<file path="src/hw/ppm_defines.svh">
// Register offsets, bit positions, reset values and time bases of the panel power manager
`ifndef PPM_DEFINES_SVH
`define PPM_DEFINES_SVH

// I/O ports of the extended sequencer index and data
`define PPM_PORT_INDEX     16'h03c4
`define PPM_PORT_DATA      16'h03c5

// Extended sequencer indexes
`define PPM_IDX_MODE_CTRL  8'hd2
`define PPM_IDX_TIMERS     8'hd3
`define PPM_IDX_ACTIVITY   8'hd4
`define PPM_IDX_OFF_TIMER  8'hd5

// Reset values
`define PPM_RST_INDEX      8'h00
`define PPM_RST_MODE_CTRL  8'h00
`define PPM_RST_TIMERS     8'h00
`define PPM_RST_ACTIVITY   8'h00
`define PPM_RST_OFF_TIMER  8'h00

// power_mode_control bits
`define PPM_B_PIN_IN       1
`define PPM_B_PIN_POL      2
`define PPM_B_TGT_SUSP     3
`define PPM_B_F_STBY       4
`define PPM_B_F_SUSP       5
`define PPM_B_F_OFF        6
`define PPM_B_COVER        7

// backlight_and_idle_timers fields
`define PPM_F_BL           3:0
`define PPM_F_IDLE         7:4

// activity_monitor_enables bits
`define PPM_B_ACC_BL       0
`define PPM_B_KBD_BL       1
`define PPM_B_ACC_IDLE     4
`define PPM_B_KBD_IDLE     5

// off_timer_refresh_control fields
`define PPM_F_OFF          3:0
`define PPM_B_SLOW_EN      4
`define PPM_F_RATE         6:5
`define PPM_B_CLK_EXT      7

// Time bases: timers advance in sixteenths of a minute
`define PPM_REF_HZ         14318000
`define PPM_REF_PREDIV     4
`define PPM_EXT_HZ         32000
`define PPM_SEC_PER_MIN    60
`define PPM_SUB_PER_MIN    16
`define PPM_BL_UNIT_MIN    1
`define PPM_IDLE_UNIT_MIN  2
`define PPM_OFF_UNIT_MIN   4
`define PPM_REF_DIV        ((`PPM_REF_HZ / `PPM_REF_PREDIV) * `PPM_SEC_PER_MIN / `PPM_SUB_PER_MIN)
`define PPM_EXT_DIV        (`PPM_EXT_HZ * `PPM_SEC_PER_MIN / `PPM_SUB_PER_MIN)
`define PPM_BL_SUBS        (`PPM_BL_UNIT_MIN * `PPM_SUB_PER_MIN)
`define PPM_IDLE_SUBS      (`PPM_IDLE_UNIT_MIN * `PPM_SUB_PER_MIN)
`define PPM_OFF_SUBS       (`PPM_OFF_UNIT_MIN * `PPM_SUB_PER_MIN)

`endif

</file>
<file path="src/hw/ppm_pkg.sv">
// Types and shared arithmetic of the panel power manager
package ppm_pkg;

	// Display power modes
	typedef enum logic [2:0] {
		PPM_ACTIVE,
		PPM_STANDBY,
		PPM_SUSPEND,
		PPM_OFF,
		PPM_COVER
	} ppm_mode_type;

	// One host I/O cycle
	typedef struct packed {
		logic        wr;
		logic        rd;
		logic [15:0] addr;
		logic [7:0]  wdata;
	} ppm_io_req_type;

	// Panel and CRT power controls
	typedef struct packed {
		logic logic_down;
		logic crt_on;
		logic slow_refresh;
		logic [1:0] refresh_rate;
	} ppm_panel_ctl_type;

	// Elapsed count at which a timer setting expires
	function automatic logic [9:0] ppm_limit(input logic [3:0] setting, input logic [9:0] unit);
		ppm_limit = {6'h00, setting} * unit;
	endfunction

endpackage

</file>
<file path="src/hw/ppm_timebase.sv">
// Time base: reference divided by four, or external 32 kHz, down to sixteenth-minute ticks
`timescale 1ns/1ps
`include "ppm_defines.svh"
module ppm_timebase
	import ppm_pkg::*;
#(
	parameter int DIV_REF = `PPM_REF_DIV,
	parameter int DIV_EXT = `PPM_EXT_DIV
) (
	input  wire logic clk,
	input  wire logic rst_n,
	input  wire logic ref_tick,
	input  wire logic ext_clk_32k,
	input  wire logic sel_ext,
	output logic      sub_tick
);

	generate
		if (DIV_REF < 2 || DIV_EXT < 2 || DIV_REF >= 2**28 || DIV_EXT >= 2**28) begin : g_bad
			$error("ppm_timebase: divisor out of range");
		end
	endgenerate

	logic [1:0]  prediv;
	logic [27:0] cnt;
	logic        ext_prev;
	logic        base_tick;

	always_ff @(posedge clk or negedge rst_n) begin
		if (!rst_n) begin
			prediv   <= 2'h0;
			ext_prev <= 1'b0;
		end else begin
			if (ref_tick)
				prediv <= prediv + 2'h1;
			ext_prev <= ext_clk_32k;
		end
	end

	always_comb begin
		if (sel_ext)
			base_tick = ext_clk_32k && !ext_prev;
		else
			base_tick = ref_tick && (prediv == 2'h3);
	end

	// Divider to sixteenth-minute ticks
	always_ff @(posedge clk or negedge rst_n) begin
		if (!rst_n) begin
			cnt      <= 28'h0;
			sub_tick <= 1'b0;
		end else begin
			sub_tick <= 1'b0;
			if (base_tick) begin
				if (cnt >= (sel_ext ? 28'(DIV_EXT - 1) : 28'(DIV_REF - 1))) begin
					cnt      <= 28'h0;
					sub_tick <= 1'b1;
				end else
					cnt <= cnt + 28'h1;
			end
		end
	end

endmodule

</file>
<file path="src/hw/ppm_timer.sv">
// Inactivity timer counting sixteenth-minute ticks against a 4-bit setting
`timescale 1ns/1ps
module ppm_timer
	import ppm_pkg::*;
#(
	parameter int UNIT = 16
) (
	input  wire logic       clk,
	input  wire logic       rst_n,
	input  wire logic       tick,
	input  wire logic       restart,
	input  wire logic [3:0] setting,
	output logic            expired
);

	generate
		if (UNIT < 1 || UNIT * 15 > 1023) begin : g_bad
			$error("ppm_timer: unit does not fit the counter");
		end
	endgenerate

	logic [9:0] elapsed;

	always_ff @(posedge clk or negedge rst_n) begin
		if (!rst_n)
			elapsed <= 10'h000;
		else if (restart)
			elapsed <= 10'h000;
		else if (tick && !expired)
			elapsed <= elapsed + 10'h001;
	end

	// expiry only with nonzero setting
	// Restart drops the flag at once, else a wake falls straight back asleep
	always_ff @(posedge clk or negedge rst_n) begin
		if (!rst_n)
			expired <= 1'b0;
		else if (restart)
			expired <= 1'b0;
		else
			expired <= (setting != 4'h0) && (elapsed >= ppm_limit(setting, 10'(UNIT)));
	end
endmodule

</file>
<file path="src/hw/ppm_power_manager.sv">
// Panel power manager: indexed registers, mode sequencing, shutdown pin and backlight control
`timescale 1ns/1ps
`include "ppm_defines.svh"

////////////////////////////////////////////////////////////////////////////////
// Functional notes
// - direction bit 1 makes shutdown pin an input, 0 an output
// - polarity bit 0 means shutdown active low, 1 active high
// - idle expiry goes to suspend when target bit set, else standby
// - writing force-standby 1 moves active mode to standby at once
// - writing force-suspend 1 enters suspend at once
// - writing force-off 1 enters off at once
// - cover-close select turns every off entry into cover-close
// - cover-close: backlight off, panel logic down, CRT keeps running
// - backlight timer is low nibble, one-minute units
// - standby/suspend timer is high nibble, two-minute units
// - zero timer setting disables that timer
// - after entering standby, backlight turns off when its time elapses
// - timers run from the reference divided by four
// - idle timer leaves active mode when idle time is reached
// - enable bit 0: graphics access restarts backlight timer
// - enable bit 1: keyboard activity restarts backlight timer
// - enable bit 4: graphics access restarts idle timer
// - enable bit 5: keyboard activity restarts idle timer
// - off timer in four-minute units moves active to off
// - clock-select bit picks divided reference or external 32 kHz
module ppm_power_manager
	import ppm_pkg::*;
#(
	parameter int DIV_REF = `PPM_REF_DIV,
	parameter int DIV_EXT = `PPM_EXT_DIV
) (
	input  wire logic        clk,
	input  wire logic        rst_n,
	input  ppm_io_req_type   io_req,
	output logic [7:0]       io_rdata,
	input  wire logic        gfx_access,
	input  wire logic        kbd_activity,
	input  wire logic        ref_tick,
	input  wire logic        ext_clk_32k,
	input  wire logic        off_pin_in,
	output logic             off_pin_out,
	output logic             off_pin_oe,
	output logic             panel_backlight_output,
	output ppm_panel_ctl_type panel_ctl,
	output ppm_mode_type     power_mode
);

	////////////////////////////////////////////////////////////////////////////////
	// Declarations

	logic [7:0]   extended_sequencer_index;
	logic [7:0]   power_mode_control;
	logic [7:0]   backlight_and_idle_timers;
	logic [7:0]   activity_monitor_enables;
	logic [7:0]   off_timer_refresh_control;
	ppm_mode_type next_mode;
	logic         index_wr;
	logic         data_wr;
	logic         ctrl_wr;
	logic         force_stby;
	logic         force_susp;
	logic         force_off;
	logic         cover_sel;
	logic         pin_is_input;
	logic         pin_asserted;
	logic         bl_restart;
	logic         idle_restart;
	logic         sub_tick;
	logic         bl_expired;
	logic         idle_expired;
	logic         off_expired;
	logic         off_req;
	logic         susp_req;
	logic         stby_req;
	logic         next_in_off;

	////////////////////////////////////////////////////////////////////////////////
	// Host port decode

	// Index at one port, data at the next
	assign index_wr = io_req.wr && (io_req.addr == `PPM_PORT_INDEX);
	assign data_wr  = io_req.wr && (io_req.addr == `PPM_PORT_DATA);
	assign ctrl_wr  = data_wr && (extended_sequencer_index == `PPM_IDX_MODE_CTRL);

	// force standby on write of one
	assign force_stby = ctrl_wr && io_req.wdata[`PPM_B_F_STBY];
	// force suspend on write of one
	assign force_susp = ctrl_wr && io_req.wdata[`PPM_B_F_SUSP];
	// force off on write of one
	assign force_off  = ctrl_wr && io_req.wdata[`PPM_B_F_OFF];

	// New cover choice takes effect with the same write that forces off
	assign cover_sel = ctrl_wr ? io_req.wdata[`PPM_B_COVER] : power_mode_control[`PPM_B_COVER];

	// Index register
	always_ff @(posedge clk or negedge rst_n) begin
		if (!rst_n)
			extended_sequencer_index <= `PPM_RST_INDEX;
		else if (index_wr)
			extended_sequencer_index <= io_req.wdata;
	end

	// Data registers, written through the index
	always_ff @(posedge clk or negedge rst_n) begin
		if (!rst_n) begin
			power_mode_control        <= `PPM_RST_MODE_CTRL;
			backlight_and_idle_timers <= `PPM_RST_TIMERS;
			activity_monitor_enables  <= `PPM_RST_ACTIVITY;
			off_timer_refresh_control <= `PPM_RST_OFF_TIMER;
		end else if (data_wr) begin
			case (extended_sequencer_index)
				`PPM_IDX_MODE_CTRL: power_mode_control        <= io_req.wdata;
				`PPM_IDX_TIMERS:    backlight_and_idle_timers <= io_req.wdata;
				`PPM_IDX_ACTIVITY:  activity_monitor_enables  <= io_req.wdata;
				`PPM_IDX_OFF_TIMER: off_timer_refresh_control <= io_req.wdata;
				default: ;
			endcase
		end
	end

	// Read data registered one cycle after the strobe; other indexes read zero
	always_ff @(posedge clk or negedge rst_n) begin
		if (!rst_n)
			io_rdata <= 8'h00;
		else if (io_req.rd && io_req.addr == `PPM_PORT_INDEX)
			io_rdata <= extended_sequencer_index;
		else if (io_req.rd && io_req.addr == `PPM_PORT_DATA) begin
			case (extended_sequencer_index)
				`PPM_IDX_MODE_CTRL: io_rdata <= power_mode_control;
				`PPM_IDX_TIMERS:    io_rdata <= backlight_and_idle_timers;
				`PPM_IDX_ACTIVITY:  io_rdata <= activity_monitor_enables;
				`PPM_IDX_OFF_TIMER: io_rdata <= off_timer_refresh_control;
				default:            io_rdata <= 8'h00;
			endcase
		end
	end

	////////////////////////////////////////////////////////////////////////////////
	// Shutdown pin

	assign pin_is_input = power_mode_control[`PPM_B_PIN_IN];
	// pin polarity; a driven pin never reads back as a request
	assign pin_asserted = pin_is_input && (off_pin_in == power_mode_control[`PPM_B_PIN_POL]);

	////////////////////////////////////////////////////////////////////////////////
	// Timers

	assign bl_restart = (gfx_access && activity_monitor_enables[`PPM_B_ACC_BL])
		|| (kbd_activity && activity_monitor_enables[`PPM_B_KBD_BL]);

	assign idle_restart = (gfx_access && activity_monitor_enables[`PPM_B_ACC_IDLE])
		|| (kbd_activity && activity_monitor_enables[`PPM_B_KBD_IDLE]);

	ppm_timebase #(
		.DIV_REF (DIV_REF),
		.DIV_EXT (DIV_EXT)
	) u_timebase (
		.clk         (clk),
		.rst_n       (rst_n),
		.ref_tick    (ref_tick),
		.ext_clk_32k (ext_clk_32k),
		.sel_ext     (off_timer_refresh_control[`PPM_B_CLK_EXT]),
		.sub_tick    (sub_tick)
	);

	ppm_timer #(
		.UNIT (`PPM_BL_SUBS)
	) u_bl_timer (
		.clk     (clk),
		.rst_n   (rst_n),
		.tick    (sub_tick),
		.restart (bl_restart),
		.setting (backlight_and_idle_timers[`PPM_F_BL]),
		.expired (bl_expired)
	);

	ppm_timer #(
		.UNIT (`PPM_IDLE_SUBS)
	) u_idle_timer (
		.clk     (clk),
		.rst_n   (rst_n),
		.tick    (sub_tick),
		.restart (idle_restart),
		.setting (backlight_and_idle_timers[`PPM_F_IDLE]),
		.expired (idle_expired)
	);

	// off timer shares the idle restart sources
	ppm_timer #(
		.UNIT (`PPM_OFF_SUBS)
	) u_off_timer (
		.clk     (clk),
		.rst_n   (rst_n),
		.tick    (sub_tick),
		.restart (idle_restart),
		.setting (off_timer_refresh_control[`PPM_F_OFF]),
		.expired (off_expired)
	);

	////////////////////////////////////////////////////////////////////////////////
	// Mode sequencing

	// off timer acts only from active
	assign off_req  = pin_asserted || force_off || (power_mode == PPM_ACTIVE && off_expired);
	assign susp_req = force_susp
		|| (power_mode == PPM_ACTIVE && idle_expired && power_mode_control[`PPM_B_TGT_SUSP]);
	assign stby_req = (power_mode == PPM_ACTIVE)
		&& (force_stby || (idle_expired && !power_mode_control[`PPM_B_TGT_SUSP]));

	// Deepest request wins; enabled activity wakes back to active
	always_comb begin
		next_mode = power_mode;
		if (off_req) begin
			if (cover_sel)
				next_mode = PPM_COVER;
			else
				next_mode = PPM_OFF;
		end else if (susp_req)
			next_mode = PPM_SUSPEND;
		else if (stby_req)
			next_mode = PPM_STANDBY;
		else if (idle_restart && power_mode != PPM_ACTIVE)
			next_mode = PPM_ACTIVE;
	end

	assign next_in_off = (next_mode == PPM_OFF) || (next_mode == PPM_COVER);

	// Mode register
	always_ff @(posedge clk or negedge rst_n) begin
		if (!rst_n)
			power_mode <= PPM_ACTIVE;
		else
			power_mode <= next_mode;
	end

	////////////////////////////////////////////////////////////////////////////////
	// Power outputs, registered from the next mode so they line up with it

	// backlight off after its time in standby
	always_ff @(posedge clk or negedge rst_n) begin
		if (!rst_n)
			panel_backlight_output <= 1'b1;
		else begin
			case (next_mode)
				PPM_ACTIVE:  panel_backlight_output <= 1'b1;
				PPM_STANDBY: panel_backlight_output <= !bl_expired;
				default:     panel_backlight_output <= 1'b0;
			endcase
		end
	end

	// panel logic down, CRT kept in cover-close
	always_ff @(posedge clk or negedge rst_n) begin
		if (!rst_n) begin
			panel_ctl <= '{logic_down: 1'b0, crt_on: 1'b1, slow_refresh: 1'b0, refresh_rate: 2'h0};
		end else begin
			panel_ctl.logic_down   <= (next_mode == PPM_SUSPEND) || next_in_off;
			panel_ctl.crt_on       <= (next_mode != PPM_SUSPEND) && (next_mode != PPM_OFF);
			panel_ctl.slow_refresh <= (next_mode == PPM_OFF) && off_timer_refresh_control[`PPM_B_SLOW_EN];
			panel_ctl.refresh_rate <= off_timer_refresh_control[`PPM_F_RATE];
		end
	end

	// drive the pin only as an output
	always_ff @(posedge clk or negedge rst_n) begin
		if (!rst_n) begin
			off_pin_oe  <= 1'b1;
			off_pin_out <= 1'b1;
		end else begin
			off_pin_oe  <= !pin_is_input;
			off_pin_out <= next_in_off ? power_mode_control[`PPM_B_PIN_POL]
				: !power_mode_control[`PPM_B_PIN_POL];
		end
	end
endmodule

</file>
<file path="config.mk">
export PLATFORM = sky130hd
export DESIGN_NAME = ppm_power_manager
export DESIGN_NICKNAME = d
export VERILOG_FILES = /design/src/hw/ppm_pkg.sv /design/src/hw/ppm_timebase.sv /design/src/hw/ppm_timer.sv /design/src/hw/ppm_power_manager.sv
export VERILOG_INCLUDE_DIRS = /design/src /design/src/hw
export SDC_FILE = /design/constraint.sdc
export NUM_CORES = 1
export LEC_CHECK = 0
export BUFFER_PORTS_ARGS = -buffer_cell sky130_fd_sc_hd__clkbuf_2
export CORE_MARGIN = 2
export CORE_UTILIZATION = 50
export DETAILED_ROUTE_END_ITERATION = 10
export GPL_TIMING_DRIVEN = 0
export PLACE_DENSITY = 0.71
export SYNTH_ARGS = -nofsm -noshare
export SYNTH_HDL_FRONTEND = slang
export SYNTH_SLANG_ARGS = --single-unit
</file>
<file path="constraint.sdc">
create_clock -name clk -period 2.5 [get_ports clk]
set_input_delay 0.5 -clock clk [delete_from_list [all_inputs] [get_ports clk]]
set_output_delay 0.5 -clock clk [all_outputs]
set_load 0.02 [all_outputs]
</file>
==> results.tsv <==
stage	metric	value	unit
routing	routed_wire_length_per_instance	15.8	microns
global_routing	grt_pass1_wl	24.4	mm
final_layout	num_antenna_cells	0	
timing	final-setup-viol-count	1	
timing	unrepaired_setup_endpoints_after_global_routing	yes	
setup_path	worst_reg2reg_startpoint	extended_sequencer_index[3]	
timing	finalHoldViolCount	0	
setup_path	worst_ep_arrival_time	2.86	ns
timing	max_slew_margin	43.2	%
routing	remaining_drc_errors	0	
setup_path	critical_path.max_fanout	8	
routing	routed_via_density	5.67	
outcome	outcome	complete, but fails checks	
logic_synthesis	yosys_warnings	0	
logic_synthesis	yosys_register_bits	124	
setup_path	rr_endpoint	off_pin_out	
logic_synthesis	post_synth_main_area_contributors	sky130_fd_sc_hd__dfrtp_1 46%, sky130_fd_sc_hd__ha_1 6.2%, sky130_fd_sc_hd__mux2_2 4.7%	
routing	postRouteAntennaNets	0	
logic_synthesis	synth_area_leader_cell	sky130_fd_sc_hd__dfrtp_1	
setup_path	cp-start-kind	register	
setup_path	endpoint_kind	register	
clock_network	cts_buffers	17	
timing	fmaxAchievable	0.394	GHz
logic_synthesis	number_of_library_cell_types_mapped_by_synthesis	67	
clock_network	cts_tree	done	
floorplanning	floorplan.rows	41	
clock_network	worstSkewPairLatency	0.43	ns
final_layout	fin_nets	788	
power	power.density	624	nW/um^2
global_routing	grt_usage	21.9	%
placement	place_area	7010	sq um
timing	worst_skew	0.00582	ns
final_layout	post_route_cells_drive_above_1_share	21.6	%
final_layout	multi_input_area	3260	sq um
logic_synthesis	syn_inst	640	
placement	hpwlAfterDp	10.0	mm
timing	fin_crit_sh	102	%
global_routing	gr-total-overflow	0	
timing	worst_pin_slew	0.845	ns
routing	number_of_vias_in_the_routed_layout	5146	
logic_synthesis	mappedNetlistNets	705	
timing	timing.final.max_slew_violations	0	
min_path	hp-start	ext_clk_32k	
timing	minimum_clock_period_after_layout	2.54	ns
logic_synthesis	number_of_enable_flip_flop_cells_after_synthesis	0	
power	p_leak	3.44	nW
power	max-vdd-ir-drop	0.000389	V
logic_synthesis	synth_sequential_area_ratio	47.8	%
final_layout	area.sequential	3110	sq um
routing	detail_route.iter0.violations	369	
routing	finalWirelength	14.4	mm
placement	gp_routability_congestion	0.842	
setup_path	crit_type	register to register	
global_routing	number_of_antenna_violations_at_the_first_check_in_global_routing	0	
setup_path	cells_on_worst_reg2reg_path	7	
min_path	hold_depth	1	
clock_network	clock_sink_count	124	
floorplanning	dieHeight	118	microns
floorplanning	core_region_area	12700	sq um
min_path	min_delay_worst_endpoint	u_timebase.ext_prev	
floorplanning	floorplan.initialDensity	51.3	%
floorplanning	fp.dieW	118	microns
outcome	violations	setup timing	
floorplanning	design.die.area	13900	sq um
timing	setup_ws	-0.0382	ns
min_path	worst_hold_path_type	input port to register	
global_routing	vias_in_the_first_global_route	5072	
clock_network	htree_num_levels	4	
placement	port-buffer-count	51	
final_layout	area_growth	19.8	%
clock_network	cts_root_buffer	sky130_fd_sc_hd__clkbuf_16	
logic_synthesis	netlist_area	6500	sq um
final_layout	final_cell_mix	119 x sky130_fd_sc_hd__dfrtp_1, 59 x sky130_fd_sc_hd__nand2_1, 53 x sky130_fd_sc_hd__clkbuf_2	
logic_synthesis	avgSynthCellArea	10.2	sq um
placement	pre_cts_ws	-0.507	ns
floorplanning	ios	52	
logic_synthesis	yosysTopAreaCellShare	46.2	%
clock_network	cts_max_path_buffers	2	
logic_synthesis	ys_dominant_reg_cell	sky130_fd_sc_hd__dfrtp_1	
logic_synthesis	fraction_of_registers_with_async_set_or_reset_after_synthesis	100	%
final_layout	final_cell_area	7790	sq um
final_layout	final.fill_count	1026	
setup_path	timing.reg2reg.setup_slack	-0.04	ns
routing	drt_pass1_iterations	7	
setup_path	critPathRequiredTime	2.82	ns
run	max_cap_viol_count	0	
final_layout	finalCoreUtilization	61.5	%
final_layout	most_common_cell_after_layout_fill_and_taps_aside	sky130_fd_sc_hd__dfrtp_1	
clock_network	clk_transition_reported_paths	0.06	ns
global_routing	grt_start_max_net_pins	101	
-- where the power goes --
| part | internal (W) | switching (W) | leakage (nW) |
|---|---|---|---|
| clock | 0.00147 | 0.000972 | 0.265 |
| sequential | 0.00207 | 0.0000624 | 1.43 |
| combinational | 0.000120 | 0.000166 | 1.74 |
-- worst max-delay path: stages (launching register included) --
cell                        delay (ns)
sky130_fd_sc_hd__dfrtp_1          0.35
sky130_fd_sc_hd__buf_2            0.20
sky130_fd_sc_hd__or4_4            0.57
sky130_fd_sc_hd__buf_4            0.17
sky130_fd_sc_hd__nor3_4           0.24
sky130_fd_sc_hd__mux2_4           0.37
sky130_fd_sc_hd__and3_1           0.19
sky130_fd_sc_hd__a2111oi_2        0.32
-- synthesized netlist by cell type (3+ instances only) --
library cell	n
sky130_fd_sc_hd__a21oi_1	52
sky130_fd_sc_hd__a22o_1	4
sky130_fd_sc_hd__a22oi_1	17
sky130_fd_sc_hd__a31oi_1	5
sky130_fd_sc_hd__and2_1	5
sky130_fd_sc_hd__and3_1	15
sky130_fd_sc_hd__clkbuf_1	19
sky130_fd_sc_hd__dfrtp_1	120
sky130_fd_sc_hd__dfstp_2	4
sky130_fd_sc_hd__ha_1	32
sky130_fd_sc_hd__inv_1	32
sky130_fd_sc_hd__mux2_2	27
sky130_fd_sc_hd__nand2_1	59
sky130_fd_sc_hd__nand3_1	18
sky130_fd_sc_hd__nand4_1	14
sky130_fd_sc_hd__nor2_1	44
sky130_fd_sc_hd__nor2b_1	6
sky130_fd_sc_hd__nor3_1	11
sky130_fd_sc_hd__nor4_1	4
sky130_fd_sc_hd__o211ai_1	3
sky130_fd_sc_hd__o21a_1	3
sky130_fd_sc_hd__o21ai_0	35
sky130_fd_sc_hd__or3_1	4
sky130_fd_sc_hd__or4_1	3
sky130_fd_sc_hd__xnor2_1	19
sky130_fd_sc_hd__xor2_1	26
-- final cells by class --
cell class / count / share of cell area (%)
plain buffers: 21 / 1.19
clock buffers: 17 / 5.46
clock inverters: 15 / 2.12
inverters: 33 / 1.64
multi-input cells: 461 / 41.8
flip-flops and latches: 124 / 39.9
well taps: 172 / 2.76
repair buffers: 65 / 5.08
-- cell families (layout without fill, tap and decap cells) --
| kind of cell | after synthesis | after routing | share of synthesized area (%) |
|---|---|---|---|
| adder cells (fa/ha/maj) | 32 | 32 | 6.16 |
| buffers and inverters | 55 | 151 | 3.22 |
| AO/OA/AOI/OAI | 147 | 147 | 14.4 |
| multiplexers | 28 | 28 | 4.83 |
| flip-flops | 124 | 124 | 47.8 |
| XOR/XNOR | 45 | 45 | 6.06 |
| AND/OR/NAND/NOR | 209 | 209 | 17.5 |
-- registers in the layout, summed over array words and instances, names as in the netlist --
| name | count |
|---|---|
| u_timebase.cnt | 28 |
| u_bl_timer.elapsed | 10 |
| u_idle_timer.elapsed | 10 |
| u_off_timer.elapsed | 10 |
| activity_monitor_enables | 8 |
| backlight_and_idle_timers | 8 |
| extended_sequencer_index | 8 |
| io_rdata | 8 |
| off_timer_refresh_control | 8 |
| power_mode_control | 8 |
| panel_ctl | 5 |
| power_mode | 3 |
| u_timebase.prediv | 2 |
| off_pin_oe | 1 |
| off_pin_out | 1 |
| panel_backlight_output | 1 |
| u_bl_timer.expired | 1 |
| u_idle_timer.expired | 1 |
| u_off_timer.expired | 1 |
| u_timebase.ext_prev | 1 |
| u_timebase.sub_tick | 1 |
-- what timing repair did --
action / CTS / global route
pin swaps: 6 / 1
gates resized for setup: 13 / 16
endpoints found under the setup margin: 45 / 32
setup buffers: 8 / 4
hold endpoints to repair: 21 / 0
hold buffers: 1 / 0
-- per-stage QoR --
stage	std cells	hold WS (ns)	setup TNS, ns	power [W]
floorplan	640	0.204	0	0.00230
global placement	863	0.397	-115.41	0.00242
detailed placement	864	0.394	-10.45	0.00243
CTS	905	0.192	0	0.00489
global route	908	0.196	-0.375	0.00504
finish	908	0.198	-0.0382	0.00486
-- routing by layer --
layer | vias up | track usage (%) | routed length (microns)
li1 | 2463 | - | -
met1 | 2511 | 28.4 | 6450
met2 | 140 | 35.0 | 6900
met3 | 32 | 4.65 | 625
met4 | 0 | 10.5 | 408
met5 | - | 0 | 0
-- how the worst max path moves through the flow --
stage / endpoint / startpoint / depth (start not counted)
2_1_floorplan: off_pin_out / io_req[13] / 6
3_3_place_gp: u_off_timer.elapsed[3] / rst_n / 1
3_5_place_dp: u_timebase.cnt[20] / off_timer_refresh_control[7] / 10
4_1_cts: off_pin_out / extended_sequencer_index[5] / 7
5_1_grt: off_pin_out / extended_sequencer_index[3] / 7
6_report: off_pin_out / extended_sequencer_index[3] / 7
Note: power is estimated with default switching activity, not from simulation.
